## config.mk

```make
export PLATFORM = sky130hd
export DESIGN_NAME = csr_charger_regs
export DESIGN_NICKNAME = d
export VERILOG_FILES = /design/src/verilog/csr_pkg.sv /design/src/verilog/csr_charger_regs.sv
export SDC_FILE = /design/constraint.sdc
export NUM_CORES = 1
export LEC_CHECK = 0
export BUFFER_PORTS_ARGS = -buffer_cell sky130_fd_sc_hd__buf_4
export CORE_MARGIN = 5
export CORE_UTILIZATION = 45
export DETAILED_ROUTE_END_ITERATION = 10
export PLACE_DENSITY = 0.75
export SLEW_MARGIN = 20
export SYNTH_ARGS = -nofsm -noshare
export SYNTH_HDL_FRONTEND = slang
export SYNTH_SLANG_ARGS = --single-unit
```

## constraint.sdc

```tcl
create_clock -name mclk_in -period 1.9 [get_ports mclk_in]
set_input_delay 0.38 -clock mclk_in [delete_from_list [all_inputs] [get_ports mclk_in]]
set_output_delay 0.38 -clock mclk_in [all_outputs]
set_load 0.01 [all_outputs]
```

## src/verilog/csr_pkg.sv

```systemverilog
// Constants and carrier types for the charger status and interrupt register bank.
// Assumes an 8-bit register port driven by the host-interface logic on mclk_in.
`default_nettype none
package csr_pkg;
	localparam logic [7:0] CSR_ADDR_RESV = 8'h70;
	localparam logic [7:0] CSR_ADDR_CTRL = 8'h71;
	localparam logic [7:0] CSR_ADDR_STAT = 8'h78;
	localparam logic [7:0] CSR_ADDR_SEL = 8'h79;
	localparam logic [7:0] CSR_ADDR_PHASE = 8'h7a;
	// Control byte: hold[7], reserved[6] (kept zero), total[5:4], pre[3:2], ovp[1:0]
	localparam logic [7:0] CSR_CTRL_MASK = 8'hbf;
	localparam logic [7:0] CSR_CTRL_RST = 8'h00;
	localparam logic [7:0] CSR_SEL_RST = 8'h00;
	localparam logic [3:0] CSR_MASTER_RST = 4'h0;
	localparam int CSR_HOLD_BIT = 7;
	localparam int CSR_TOT_LSB = 4;
	localparam int CSR_PRE_LSB = 2;
	localparam int CSR_OVP_LSB = 0;
	// Select byte bit positions
	localparam int CSR_SEL_TOT = 7;
	localparam int CSR_SEL_TIN = 6;
	localparam int CSR_SEL_SCON = 5;
	localparam int CSR_SEL_DIN = 4;
	localparam int CSR_SEL_PRE = 3;
	localparam int CSR_SEL_TOUT = 2;
	localparam int CSR_SEL_SDIS = 1;
	localparam int CSR_SEL_DOUT = 0;
	localparam int CSR_PHASE_LSB = 4;
	localparam int CSR_ADAPT_BIT = 1;

	// Live inputs from the analogue side and the charge state machine
	typedef struct packed {
		logic total_expired;
		logic pre_expired;
		logic thermal_ok;
		logic supply_valid;
		logic charge_done;
		logic adapter_high;
		logic [1:0] phase;
	} csr_live_s;

	// Control settings handed to the charger
	typedef struct packed {
		logic charge_hold;
		logic [1:0] total_timeout_select;
		logic [1:0] precondition_timeout_select;
		logic [1:0] overvoltage_threshold_select;
	} csr_ctrl_s;
endpackage : csr_pkg
`default_nettype wire

```

## src/verilog/csr_charger_regs.sv

```systemverilog
// Charger control, interrupt enable, interrupt status and live condition registers.
// Assumes the host-interface logic gives single-cycle read and write strobes on
// mclk_in with an 8-bit address; read data follows one cycle after the read strobe.
// The interrupt pin is open drain: the testbench resolves the wire from the enable.
//
// Summary of operation
// - Hold bit set stops charging, clear resumes
// - Two-bit total time-out select, read/write
// - Two-bit precondition time-out select, read/write
// - Two-bit over-voltage threshold select, read/write
// - Total expiry interrupts when master and enable set
// - Precharge expiry interrupts when master and enable set
// - Thermal entry interrupts when master and enable set
// - Thermal exit interrupts when master and enable set
// - Supply connect interrupts when master and enable set
// - Supply disconnect interrupts when master and enable set
// - Done entry interrupts when master and enable set
// - Done exit interrupts when master and enable set
// - Master bits write enable, read pending status
// - Timer flag shows any time-out occurred
// - Thermal flag shows temperature in range
// - Supply flag shows valid input present
// - Done flag shows end-of-charge state
// - Two-bit field shows present charge phase
// - Adapter flag shows sense above threshold
// - Status only meaningful with supply in window
// - Interrupt request output is open drain
`default_nettype none
module csr_charger_regs (
	input wire logic mclk_in,
	input wire logic sys_rst_in,
	input wire logic reg_wr_in,
	input wire logic reg_rd_in,
	input wire logic [7:0] reg_addr_in,
	input wire logic [7:0] reg_wdata_in,
	output logic [7:0] reg_rdata_out,
	input wire csr_pkg::csr_live_s live_in,
	input wire logic supply_in_window_in,
	output csr_pkg::csr_ctrl_s ctrl_out,
	output logic interrupt_request_n_out,
	output logic interrupt_request_n_oe_out
);
	import csr_pkg::*;

	logic [7:0] ctrl_q;
	logic [7:0] sel_q;
	logic [3:0] master_q;
	logic [3:0] pend_q;
	logic [3:0] pend_set;
	logic [3:0] pend_clr_ok;
	logic stat_rd;
	csr_live_s s1_q;
	csr_live_s s2_q;
	csr_live_s prev_q;
	logic win1_q;
	logic win2_q;
	logic prime_q;
	logic [7:0] rdata_d;
	logic irq_d;

	// Analogue and other-domain inputs pass two flops before use
	always_ff @(posedge mclk_in) begin
		if (sys_rst_in) begin
			s1_q <= '0;
			s2_q <= '0;
			win1_q <= 1'b0;
			win2_q <= 1'b0;
		end else begin
			s1_q <= live_in;
			s2_q <= s1_q;
			win1_q <= supply_in_window_in;
			win2_q <= win1_q;
		end
	end

	// Previous sample for edge detection; first sample after reset only primes
	always_ff @(posedge mclk_in) begin
		if (sys_rst_in) begin
			prev_q <= '0;
			prime_q <= 1'b0;
		end else begin
			prev_q <= s2_q;
			prime_q <= 1'b1;
		end
	end

	// Control register; bit 6 is reserved and forced to zero
	always_ff @(posedge mclk_in) begin
		if (sys_rst_in) begin
			ctrl_q <= CSR_CTRL_RST;
		end else if (reg_wr_in && reg_addr_in == CSR_ADDR_CTRL) begin
			ctrl_q <= reg_wdata_in & CSR_CTRL_MASK;
		end
	end

	// Interrupt select enables
	always_ff @(posedge mclk_in) begin
		if (sys_rst_in) begin
			sel_q <= CSR_SEL_RST;
		end else if (reg_wr_in && reg_addr_in == CSR_ADDR_SEL) begin
			sel_q <= reg_wdata_in;
		end
	end

	// Master enables live in the upper nibble of the status byte
	always_ff @(posedge mclk_in) begin
		if (sys_rst_in) begin
			master_q <= CSR_MASTER_RST;
		end else if (reg_wr_in && reg_addr_in == CSR_ADDR_STAT) begin
			master_q <= reg_wdata_in[7:4];
		end
	end

	// Qualified event edges; events are ignored outside the supply window,
	// except supply connect/disconnect which define that window themselves
	always_comb begin
		pend_set = 4'h0;
		if (prime_q) begin
			pend_set[3] = master_q[3] && (
				(sel_q[CSR_SEL_TOT] && s2_q.total_expired && !prev_q.total_expired) ||
				(sel_q[CSR_SEL_PRE] && s2_q.pre_expired && !prev_q.pre_expired));
			pend_set[2] = master_q[2] && win2_q && (
				(sel_q[CSR_SEL_TIN] && s2_q.thermal_ok && !prev_q.thermal_ok) ||
				(sel_q[CSR_SEL_TOUT] && !s2_q.thermal_ok && prev_q.thermal_ok));
			pend_set[1] = master_q[1] && (
				(sel_q[CSR_SEL_SCON] && s2_q.supply_valid && !prev_q.supply_valid) ||
				(sel_q[CSR_SEL_SDIS] && !s2_q.supply_valid && prev_q.supply_valid));
			pend_set[0] = master_q[0] && win2_q && (
				(sel_q[CSR_SEL_DIN] && s2_q.charge_done && !prev_q.charge_done) ||
				(sel_q[CSR_SEL_DOUT] && !s2_q.charge_done && prev_q.charge_done));
		end
		pend_set[3] = pend_set[3] && win2_q;
	end

	assign stat_rd = reg_rd_in && reg_addr_in == CSR_ADDR_STAT;
	assign pend_clr_ok = stat_rd ? 4'h0 : 4'hf;

	// Sticky pending bits; a new event in the read cycle survives the clear
	always_ff @(posedge mclk_in) begin
		if (sys_rst_in) begin
			pend_q <= 4'h0;
		end else begin
			pend_q <= (pend_q & pend_clr_ok) | pend_set;
		end
	end

	// Read mux; reserved and unmapped addresses read zero
	always_comb begin
		rdata_d = 8'h00;
		if (reg_addr_in == CSR_ADDR_RESV) begin
			rdata_d = 8'h00;
		end else if (reg_addr_in == CSR_ADDR_CTRL) begin
			rdata_d = ctrl_q;
		end else if (reg_addr_in == CSR_ADDR_STAT) begin
			rdata_d = {pend_q,
				s2_q.total_expired | s2_q.pre_expired,
				s2_q.thermal_ok,
				s2_q.supply_valid,
				s2_q.charge_done};
		end else if (reg_addr_in == CSR_ADDR_SEL) begin
			rdata_d = sel_q;
		end else if (reg_addr_in == CSR_ADDR_PHASE) begin
			rdata_d[CSR_PHASE_LSB +: 2] = s2_q.phase;
			rdata_d[CSR_ADAPT_BIT] = s2_q.adapter_high;
		end
	end

	// Registered read data, held between reads
	always_ff @(posedge mclk_in) begin
		if (sys_rst_in) begin
			reg_rdata_out <= 8'h00;
		end else if (reg_rd_in) begin
			reg_rdata_out <= rdata_d;
		end
	end

	// Control fields to the charger, registered so they leave from flops
	always_ff @(posedge mclk_in) begin
		if (sys_rst_in) begin
			ctrl_out <= '0;
		end else begin
			ctrl_out.charge_hold <= ctrl_q[CSR_HOLD_BIT];
			ctrl_out.total_timeout_select <= ctrl_q[CSR_TOT_LSB +: 2];
			ctrl_out.precondition_timeout_select <= ctrl_q[CSR_PRE_LSB +: 2];
			ctrl_out.overvoltage_threshold_select <= ctrl_q[CSR_OVP_LSB +: 2];
		end
	end

	// Open-drain request: only ever drives low, released otherwise
	assign irq_d = |((pend_q & pend_clr_ok) | pend_set);
	always_ff @(posedge mclk_in) begin
		if (sys_rst_in) begin
			interrupt_request_n_out <= 1'b0;
			interrupt_request_n_oe_out <= 1'b0;
		end else begin
			interrupt_request_n_out <= 1'b0;
			interrupt_request_n_oe_out <= irq_d;
		end
	end
endmodule // csr_charger_regs
`default_nettype wire

```

==> qor_table.md, run 1 <==
| Item | This run | Unit |
| --- | --- | --- |
| Status | complete, no violations | - |
| Half-perimeter wire length after placement | 3280 | µm |
| Hold Violations, Final | 0 | - |
| Cell leakage power | 0.00130 | µW |
| CTS tree | built | - |
| Sum of negative setup slack | 0 | ns |
| Average wire length per cell after detail routing | 13.2 | µm |
| Cell class contributing the biggest share of worst-path delay | simple AND/OR/NAND/NOR gates | - |
| Element type at the critical path end | flip-flop | - |
| Total Routing Usage GR | 0.153 | - |
| Number of placement rows | 26 | - |
| Number of global-route vias before repair | 1,568 | - |
| Layout cell share with drive strength beyond 1 | 0.234 | - |
| Unrepaired setup endpoints after global routing | false | - |
| Warnings, synthesis | 0 | - |
| Layout Cells excl Fill | 356 | - |
| Top fanout value on the critical path | 6 | - |
| Remaining global-route overflow | 0 | - |
| Worst path arrival time | 1.72 | ns |
| Worst hold margin | 0.247 | ns |
| CORE AREA | 5110 | µm² |
| Post-Route WL | 4690 | µm |
| Max-cap violations | 0 | - |
| Maximum number of pins on one net before global-route repair | 64 | - |
| Clock insertion delay at the later pin of the skew report | 0.34 | ns |
| Final Max Tran Viols | 0 | - |
| Series of cell instances along the critical path | buf_4 > and4b_1 > nand3_4 > or4_1 > a21oi_1 | - |
| Total nets after synthesis | 267 | - |
| CTS buffer count | 9 | - |
| Final estimated routing congestion in global placement | 0.845 | - |
| Worst setup path class | in2reg | - |
| Number of distinct library cell variants in the gate-level netlist after synthesis | 35 | - |
| Crit share post-route | 0.764 | - |
| Tmin final | 1.45 | ns |
| Total of buffers placed on input and output ports | 44 | - |
| Critical Path Slowest Stage Cell | sky130_fd_sc_hd__or4_1 | - |
| CP Data Required Time | 2.17 | ns |
| Clock Sinks | 63 | - |
| Wire length of the first global-routing pass | 7470 | µm |
| I/O Pins | 46 | - |
| Initial antenna violation count | 0 | - |
| Hold Path Stages | 2 | - |
| Sequential-to-total area share from yosys stat | 0.535 | - |
| Achievable clock frequency | 689 | MHz |
| Detailed-route vias per instance | 4.90 | - |
| Residual DRC count | 0 | - |
| Pwr/cell area | 897 | nW/µm² |
| Via total after detailed routing | 1,745 | - |
| Number of synthesized register bits | 63 | - |
| Least-Margin Pin Slew | 0.601 | ns |
| First-iteration detailed-routing DRC count | 116 | - |
| Cell count after placement | 340 | - |
| Number of buffers added to fix hold violations after cts | 0 | - |
| Final total power | 2620 | µW |
| Die width | 82.4 | µm |
| Number of cells produced by synthesis | 238 | - |
| Filler cell count | 453 | - |
| Initial core utilization | 0.462 | - |
| Worst-case clock buffer depth | 2 | - |
| Vert. Die Dim | 82.4 | µm |
| Crit path depth | 5 | - |
| Largest voltage drop on the vdd net | 0.447 | mV |
| Hold/Removal Path Class | in2reg | - |
| Delay of the slowest cell on the worst path | 0.53 | ns |
| Worst setup slack before clock tree synthesis | 0.102 | ns |
| H-tree levels | 3 | - |
| Number of nets in the finished design | 310 | - |
| Average instance area after synthesis | 9.91 | µm² |
| Routed Antenna Nets | 0 | - |
| Area of the mapped netlist | 2360 | µm² |
| Final worst slack | 0.448 | ns |
| Die Area | 6790 | µm² |
| Count of cells along the worst register-to-register path | 3 | - |
| Startpoint type of the worst setup path | primary input | - |
| Clock input transition at the sequential cells of the worst setup and hold paths | 0.07 | ns |
| Number of gates given a new drive strength after cts | 0 | - |
| Detailed-router iteration count before antenna repair | 4 | - |
| Antenna cell count | 0 | - |
| Finish-stage setup viols | 0 | - |
| Area grow syn2layout | 23.9 | % |
| Worst slew margin relative to its limit | 0.600 | - |
| Clock root buffer master | sky130_fd_sc_hd__clkbuf_8 | - |
| Setup fix buffers added after clock tree synthesis | 0 | - |
| Critical path buffers and inverters | 1 | - |
| Clock Skew | 0.00533 | ns |
==> layout by cell type (no fill, tap or decap), types with 3 or more instances in the layout <==
cell / count
sky130_fd_sc_hd__nor2_1: 28
sky130_fd_sc_hd__buf_4: 46
sky130_fd_sc_hd__nand4b_1: 4
sky130_fd_sc_hd__nand3_1: 3
sky130_fd_sc_hd__clkinv_2: 3
sky130_fd_sc_hd__or4_1: 3
sky130_fd_sc_hd__dfxtp_1: 63
sky130_fd_sc_hd__clkbuf_8: 10
sky130_fd_sc_hd__o21ai_0: 3
sky130_fd_sc_hd__nand2b_1: 9
sky130_fd_sc_hd__nor2b_1: 32
sky130_fd_sc_hd__mux2i_1: 20
sky130_fd_sc_hd__a32oi_1: 3
sky130_fd_sc_hd__nand2_1: 7
sky130_fd_sc_hd__a21oi_1: 21
sky130_fd_sc_hd__nand3b_1: 5
==> metal layers <==
metal	global-route usage	wire length, µm	up-vias
met5	0	0	-
met4	0.0864	102	0
met3	0.0607	369	11
met2	0.224	2060	49
met1	0.191	2160	784
li1	-	-	901
==> registers in the layout, indices dropped and copies added, names as in the netlist <==
| signal | count |
|---|---|
| win1_q | 1 |
| master_q | 4 |
| s2_q | 8 |
| prev_q | 5 |
| ctrl_out | 7 |
| pend_q | 4 |
| prime_q | 1 |
| sel_q | 8 |
| win2_q | 1 |
| interrupt_request_n_oe_out | 1 |
| s1_q | 8 |
| reg_rdata_out | 8 |
| ctrl_q | 7 |
==> per-stage QoR <==
step | util | cell area (µm²)
finish | 0.572 | 2920
global route | 0.572 | 2920
CTS | 0.572 | 2920
detailed placement | 0.533 | 2720
global placement | 0.533 | 2720
floorplan | - | 2360
==> synthesized netlist by cell type <==
master / count / area [µm²]
sky130_fd_sc_hd__o41ai_1: 1 / 8.76
sky130_fd_sc_hd__nand4b_1: 4 / 35.0
sky130_fd_sc_hd__dfxtp_1: 63 / 1260
sky130_fd_sc_hd__nand4_1: 2 / 12.5
sky130_fd_sc_hd__and4b_1: 1 / 10.0
sky130_fd_sc_hd__a21oi_1: 21 / 105
sky130_fd_sc_hd__nand2_1: 7 / 26.3
sky130_fd_sc_hd__nor2_2: 1 / 6.26
sky130_fd_sc_hd__nand2b_1: 9 / 56.3
sky130_fd_sc_hd__a31oi_1: 1 / 6.26
sky130_fd_sc_hd__a211o_1: 1 / 8.76
sky130_fd_sc_hd__a311o_1: 2 / 20.0
sky130_fd_sc_hd__o221ai_1: 1 / 8.76
sky130_fd_sc_hd__nand3_4: 1 / 17.5
sky130_fd_sc_hd__or4_1: 3 / 22.5
sky130_fd_sc_hd__nor3_1: 1 / 5.00
sky130_fd_sc_hd__mux2i_1: 20 / 200
sky130_fd_sc_hd__or3_1: 2 / 12.5
sky130_fd_sc_hd__o211ai_1: 1 / 7.51
sky130_fd_sc_hd__buf_6: 1 / 11.3
sky130_fd_sc_hd__buf_2: 3 / 15.0
sky130_fd_sc_hd__clkbuf_1: 9 / 33.8
sky130_fd_sc_hd__nand3b_1: 5 / 37.5
sky130_fd_sc_hd__o21ai_0: 3 / 15.0
sky130_fd_sc_hd__nor2b_1: 32 / 200
sky130_fd_sc_hd__conb_1: 1 / 3.75
sky130_fd_sc_hd__a32oi_1: 3 / 26.3
sky130_fd_sc_hd__nor2_1: 28 / 105
sky130_fd_sc_hd__inv_1: 2 / 7.51
sky130_fd_sc_hd__nand4_2: 2 / 25.0
sky130_fd_sc_hd__buf_4: 1 / 7.51
sky130_fd_sc_hd__nand3_1: 3 / 15.0
sky130_fd_sc_hd__and3b_1: 1 / 8.76
sky130_fd_sc_hd__a21o_2: 1 / 8.76
sky130_fd_sc_hd__nor3b_1: 1 / 7.51
==> path summary, 6_finish.rpt <==
| kind | start | end | slack (ns) |
|---|---|---|---|
| min reg2reg | s1_q[4] | s2_q[4] | 0.44 |
| min | live_in[2] | s1_q[2] | 0.25 |
| max | reg_addr_in[7] | reg_rdata_out[0] | 0.45 |
| max reg2reg | sel_q[0] | reg_rdata_out[0] | 0.72 |
==> power by group <==
group | switching (µW) | internal, µW | total [µW]
logic | 67.7 | 64.8 | 133
clock network | 501 | 633 | 1130
registers | 9.84 | 1340 | 1350
total | 579 | 2040 | 2620
==> final cells by class <==
type,count,area [µm²],share of cell area
timing repair buffer,46,345,0.118
clock buffer,10,138,0.0471
multi-input combinational,159,1020,0.350
tap,70,87.6,0.0300
sequential,63,1260,0.432
inverter,2,7.51,0.00257
clock inverter,6,60.1,0.0206
==> logic make-up after synthesis <==
group / after synthesis / synth area share
AOI/OAI and AO/OA: 35 / 0.0913
muxes: 20 / 0.0849
DFF: 63 / 0.535
other: 1 / 0.00159
and+or+nand+nor: 103 / 0.256
buffers and inverters: 16 / 0.0318
Note: power is estimated with default switching activity, not from simulation.
==> run 2, diff against run 1 <==
==> constraint.sdc (replaced) <==
create_clock -name mclk_in -period 1.41 [get_ports mclk_in]
set_input_delay 0.282 -clock mclk_in [delete_from_list [all_inputs] [get_ports mclk_in]]
set_output_delay 0.282 -clock mclk_in [all_outputs]
set_load 0.01 [all_outputs]
==> run 2 against run 1 <==
Clock skew grew 0.00093 ns. Critical path depth shrank 2. Sequential share of layout area shrank 1.1 points. Sequential cell count is the same. Highest routed layer unchanged. Critical endpoint unchanged.
==> qor_table.md, run 2 (same netlist as run 1, synthesis figures left out) <==
| Item | This run | Unit | Change |
| --- | --- | --- | --- |
| Finish-stage setup viols | 0 | - | unchanged |
| Post-Route WL | 4740 | µm | +1.0% |
| Remaining global-route overflow | 0 | - | unchanged |
| Total Routing Usage GR | 0.154 | - | +0.00113 |
| Clock Sinks | 63 | - | unchanged |
| Hold/Removal Path Class | in2reg | - |  |
| Most frequent standard cell in the layout excluding fill and tap cells | sky130_fd_sc_hd__dfxtp_1 | - |  |
| Final estimated routing congestion in global placement | 0.850 | - | +0.56% |
| HP Start | live_in[4] | - |  |
| Tmin final | 1.20 | ns |  |
| Startpoint type of the worst setup path | flip-flop | - |  |
| Max-cap violations | 0 | - | unchanged |
| Pwr/cell area | 1100 | nW/µm² | +23% |
| Achievable clock frequency | 832 | MHz |  |
| Crit share post-route | 0.852 | - |  |
| CTS tree | built | - |  |
| Hold Violations, Final | 0 | - | unchanged |
| Element type at the critical path end | flip-flop | - |  |
| Status | complete, no violations | - |  |
| Setup fix buffers added after clock tree synthesis | 0 | - | unchanged |
| Routed Antenna Nets | 0 | - | unchanged |
| Fraction of power spent switching nets | 0.213 | - | -0.00795 |
| Number of placement rows | 26 | - | unchanged |
| Clock insertion delay at the later pin of the skew report | 0.33 | ns | about the same |
| CORE AREA | 5110 | µm² | unchanged |
| Initial antenna violation count | 0 | - | unchanged |
| Worst path arrival time | 1.46 | ns | -0.26 ns |
| Sequential cell area | 1260 | µm² | unchanged |
| CP Data Required Time | 1.67 | ns | -0.50 ns |
| Critical Path Slowest Stage Cell | sky130_fd_sc_hd__or4_1 | - |  |
| R2r endpoint | reg_rdata_out[0] | - |  |
| Power spent charging and discharging nets | 702 | µW | +21% |
| Maximum number of pins on one net before global-route repair | 31 | - | -52% |
| Series of cell instances along the critical path | nor2_1 > or4_1 > a21oi_1 | - |  |
| Clock network fraction of total power | 0.385 | - | -0.048 |
| Cell leakage power | 0.00136 | µW | +4.0% |
| Critical path buffers and inverters | 0 | - | -1 |
| Area grow syn2layout | 27.2 | % |  |
| Clock root buffer master | sky130_fd_sc_hd__clkbuf_8 | - |  |
| Clock input transition at the sequential cells of the worst setup and hold paths | 0.06 | ns | about the same |
| Die Area | 6790 | µm² | unchanged |
| Residual DRC count | 0 | - | unchanged |
| Final Max Tran Viols | 0 | - | unchanged |
| Antenna cell count | 0 | - | unchanged |
| Hold path endpoint | s1_q[4] | - |  |
| Post-layout util | 0.587 | - | +0.0152 |
| Wire length of the first global-routing pass | 7630 | µm | +2.1% |
| CTS buffer count | 9 | - | unchanged |
| Number of global-route vias before repair | 1,709 | - | +9.0% |
| Hold Path Stages | 2 | - | unchanged |
| Number of gates given a new drive strength after cts | 0 | - | unchanged |
| Initial core utilization | 0.462 | - | unchanged |
| Total of buffers placed on input and output ports | 44 | - | unchanged |
| Cell class contributing the biggest share of worst-path delay | simple AND/OR/NAND/NOR gates | - |  |
| Register-to-register setup slack | 0.21 | ns | -0.51 ns |
| Half-perimeter wire length after placement | 3540 | µm | +7.9% |
| Worst setup path class | reg2reg | - |  |
| Cell area reported after detailed placement | 2840 | µm² | +4.3% |
| Worst setup slack before clock tree synthesis | -0.101 | ns | -0.203 ns |
| Worst-case clock buffer depth | 2 | - | unchanged |
| Final worst slack | 0.209 | ns | -0.239 ns |
| Final design area excluding fillers | 3000 | µm² | +2.7% |
| Detailed-route vias per instance | 4.85 | - | -1.1% |
| Number of nets in the finished design | 324 | - | +4.5% |
| Share of power burned in combinational logic | 0.062 | - | +0.011 |
| Number of buffers added to fix hold violations after cts | 0 | - | unchanged |
| Average wire length per cell after detail routing | 12.8 | µm | -2.6% |
| Internal power | 2590 | µW | +27% |
| Filler cell count | 472 | - | +4.2% |
| I/O Pins | 46 | - | unchanged |
| Vert. Die Dim | 82.4 | µm | unchanged |
| Final total power | 3300 | µW | +26% |
| Count of cells along the worst register-to-register path | 3 | - | unchanged |
| Die width | 82.4 | µm | unchanged |
| Source of the worst register-to-register timing path | sel_q[0] | - |  |
| H-tree levels | 3 | - | unchanged |
| Detailed-router iteration count before antenna repair | 4 | - | unchanged |
| Area of combinational cells with multiple inputs | 1020 | µm² | unchanged |
| Via total after detailed routing | 1,789 | - | +2.5% |
| Delay of the slowest cell on the worst path | 0.52 | ns | about the same |
| Largest voltage drop on the vdd net | 0.669 | mV | +50% |
| Layout cell share with drive strength beyond 1 | 0.254 | - | +0.0199 |
| Unrepaired setup endpoints after global routing | false | - |  |
| Clock Skew | 0.00626 | ns | +0.000933 ns |
| Top fanout value on the critical path | 3 | - | -3 |
| First-iteration detailed-routing DRC count | 112 | - | -3.4% |
| Highest-count cells in the layout ignoring fill and taps | sky130_fd_sc_hd__dfxtp_1, sky130_fd_sc_hd__buf_4, sky130_fd_sc_hd__nor2b_1 | - |  |
| Sequential power share | 0.553 | - | +0.037 |
run 2: changes by cell type in the layout (fill, tap and decap cells not counted):
cell / delta
sky130_fd_sc_hd__buf_4: +13
sky130_fd_sc_hd__buf_12: +1
sky130_fd_sc_hd__clkinv_2: -2
sky130_fd_sc_hd__clkbuf_1: +4
sky130_fd_sc_hd__clkinvlp_4: -2
sky130_fd_sc_hd__bufinv_16: -1
run 2: stage by stage:
step | TNS (ns) | hold WS [ns] | std cells
floorplan | 0 | 0.410 | 238
global placement | -1.69 | 0.419 | 354
detailed placement | -2.00 | 0.420 | 354
CTS | 0 | 0.146 | 369
global route | 0 | 0.149 | 369
finish | 0 | 0.164 | 369
run 2: metal layers:
metal / share of wire / vias up / track usage
met5: 0 / - / 0
met4: 0.015 / 0 / 0.0864
met3: 0.072 / 7 / 0.0564
met2: 0.44 / 52 / 0.231
met1: 0.47 / 795 / 0.191
li1: - / 935 / -
run 2: layout make-up:
type | count | area share
clock buffer | 14 | 0.0509
clock inverter | 1 | 0.00167
inverter | 2 | 0.00250
multi-input combinational | 159 | 0.341
sequential | 63 | 0.421
tap | 70 | 0.0292
timing repair buffer | 60 | 0.154
run 2: how the worst max path moves through the flow:
stage | start | end | slack [ns] | depth (start not counted)
finish | sel_q[0] | reg_rdata_out[0] | 0.21 | 3
CTS | sel_q[0] | reg_rdata_out[0] | 0.21 | 3
detailed placement | reg_addr_in[7] | reg_rdata_out[7] | -0.10 | 5
global route | sel_q[0] | reg_rdata_out[0] | 0.11 | 3
global placement | reg_addr_in[7] | reg_rdata_out[2] | -0.09 | 5
floorplan | reg_addr_in[7] | reg_rdata_out[0] | 0.01 | 5
run 2: power by group through the flow:
stage          Combinational [µW]  Clock (µW)  Sequential, µW
2_1_floorplan                98.6           0            1860
3_3_place_gp                  204           0            1860
3_5_place_dp                  204           0            1860
4_1_cts                       205        1320            1820
5_1_grt                       223        1410            1830
6_report                      204        1270            1820
run 2: worst register-to-register path: cells and delay by family, from the launching register on:
family,cells,cell delay [ns]
AND/OR/NAND/NOR,2,0.59
AO/OA/AOI/OAI,1,0.14
flip-flops,1,0.41
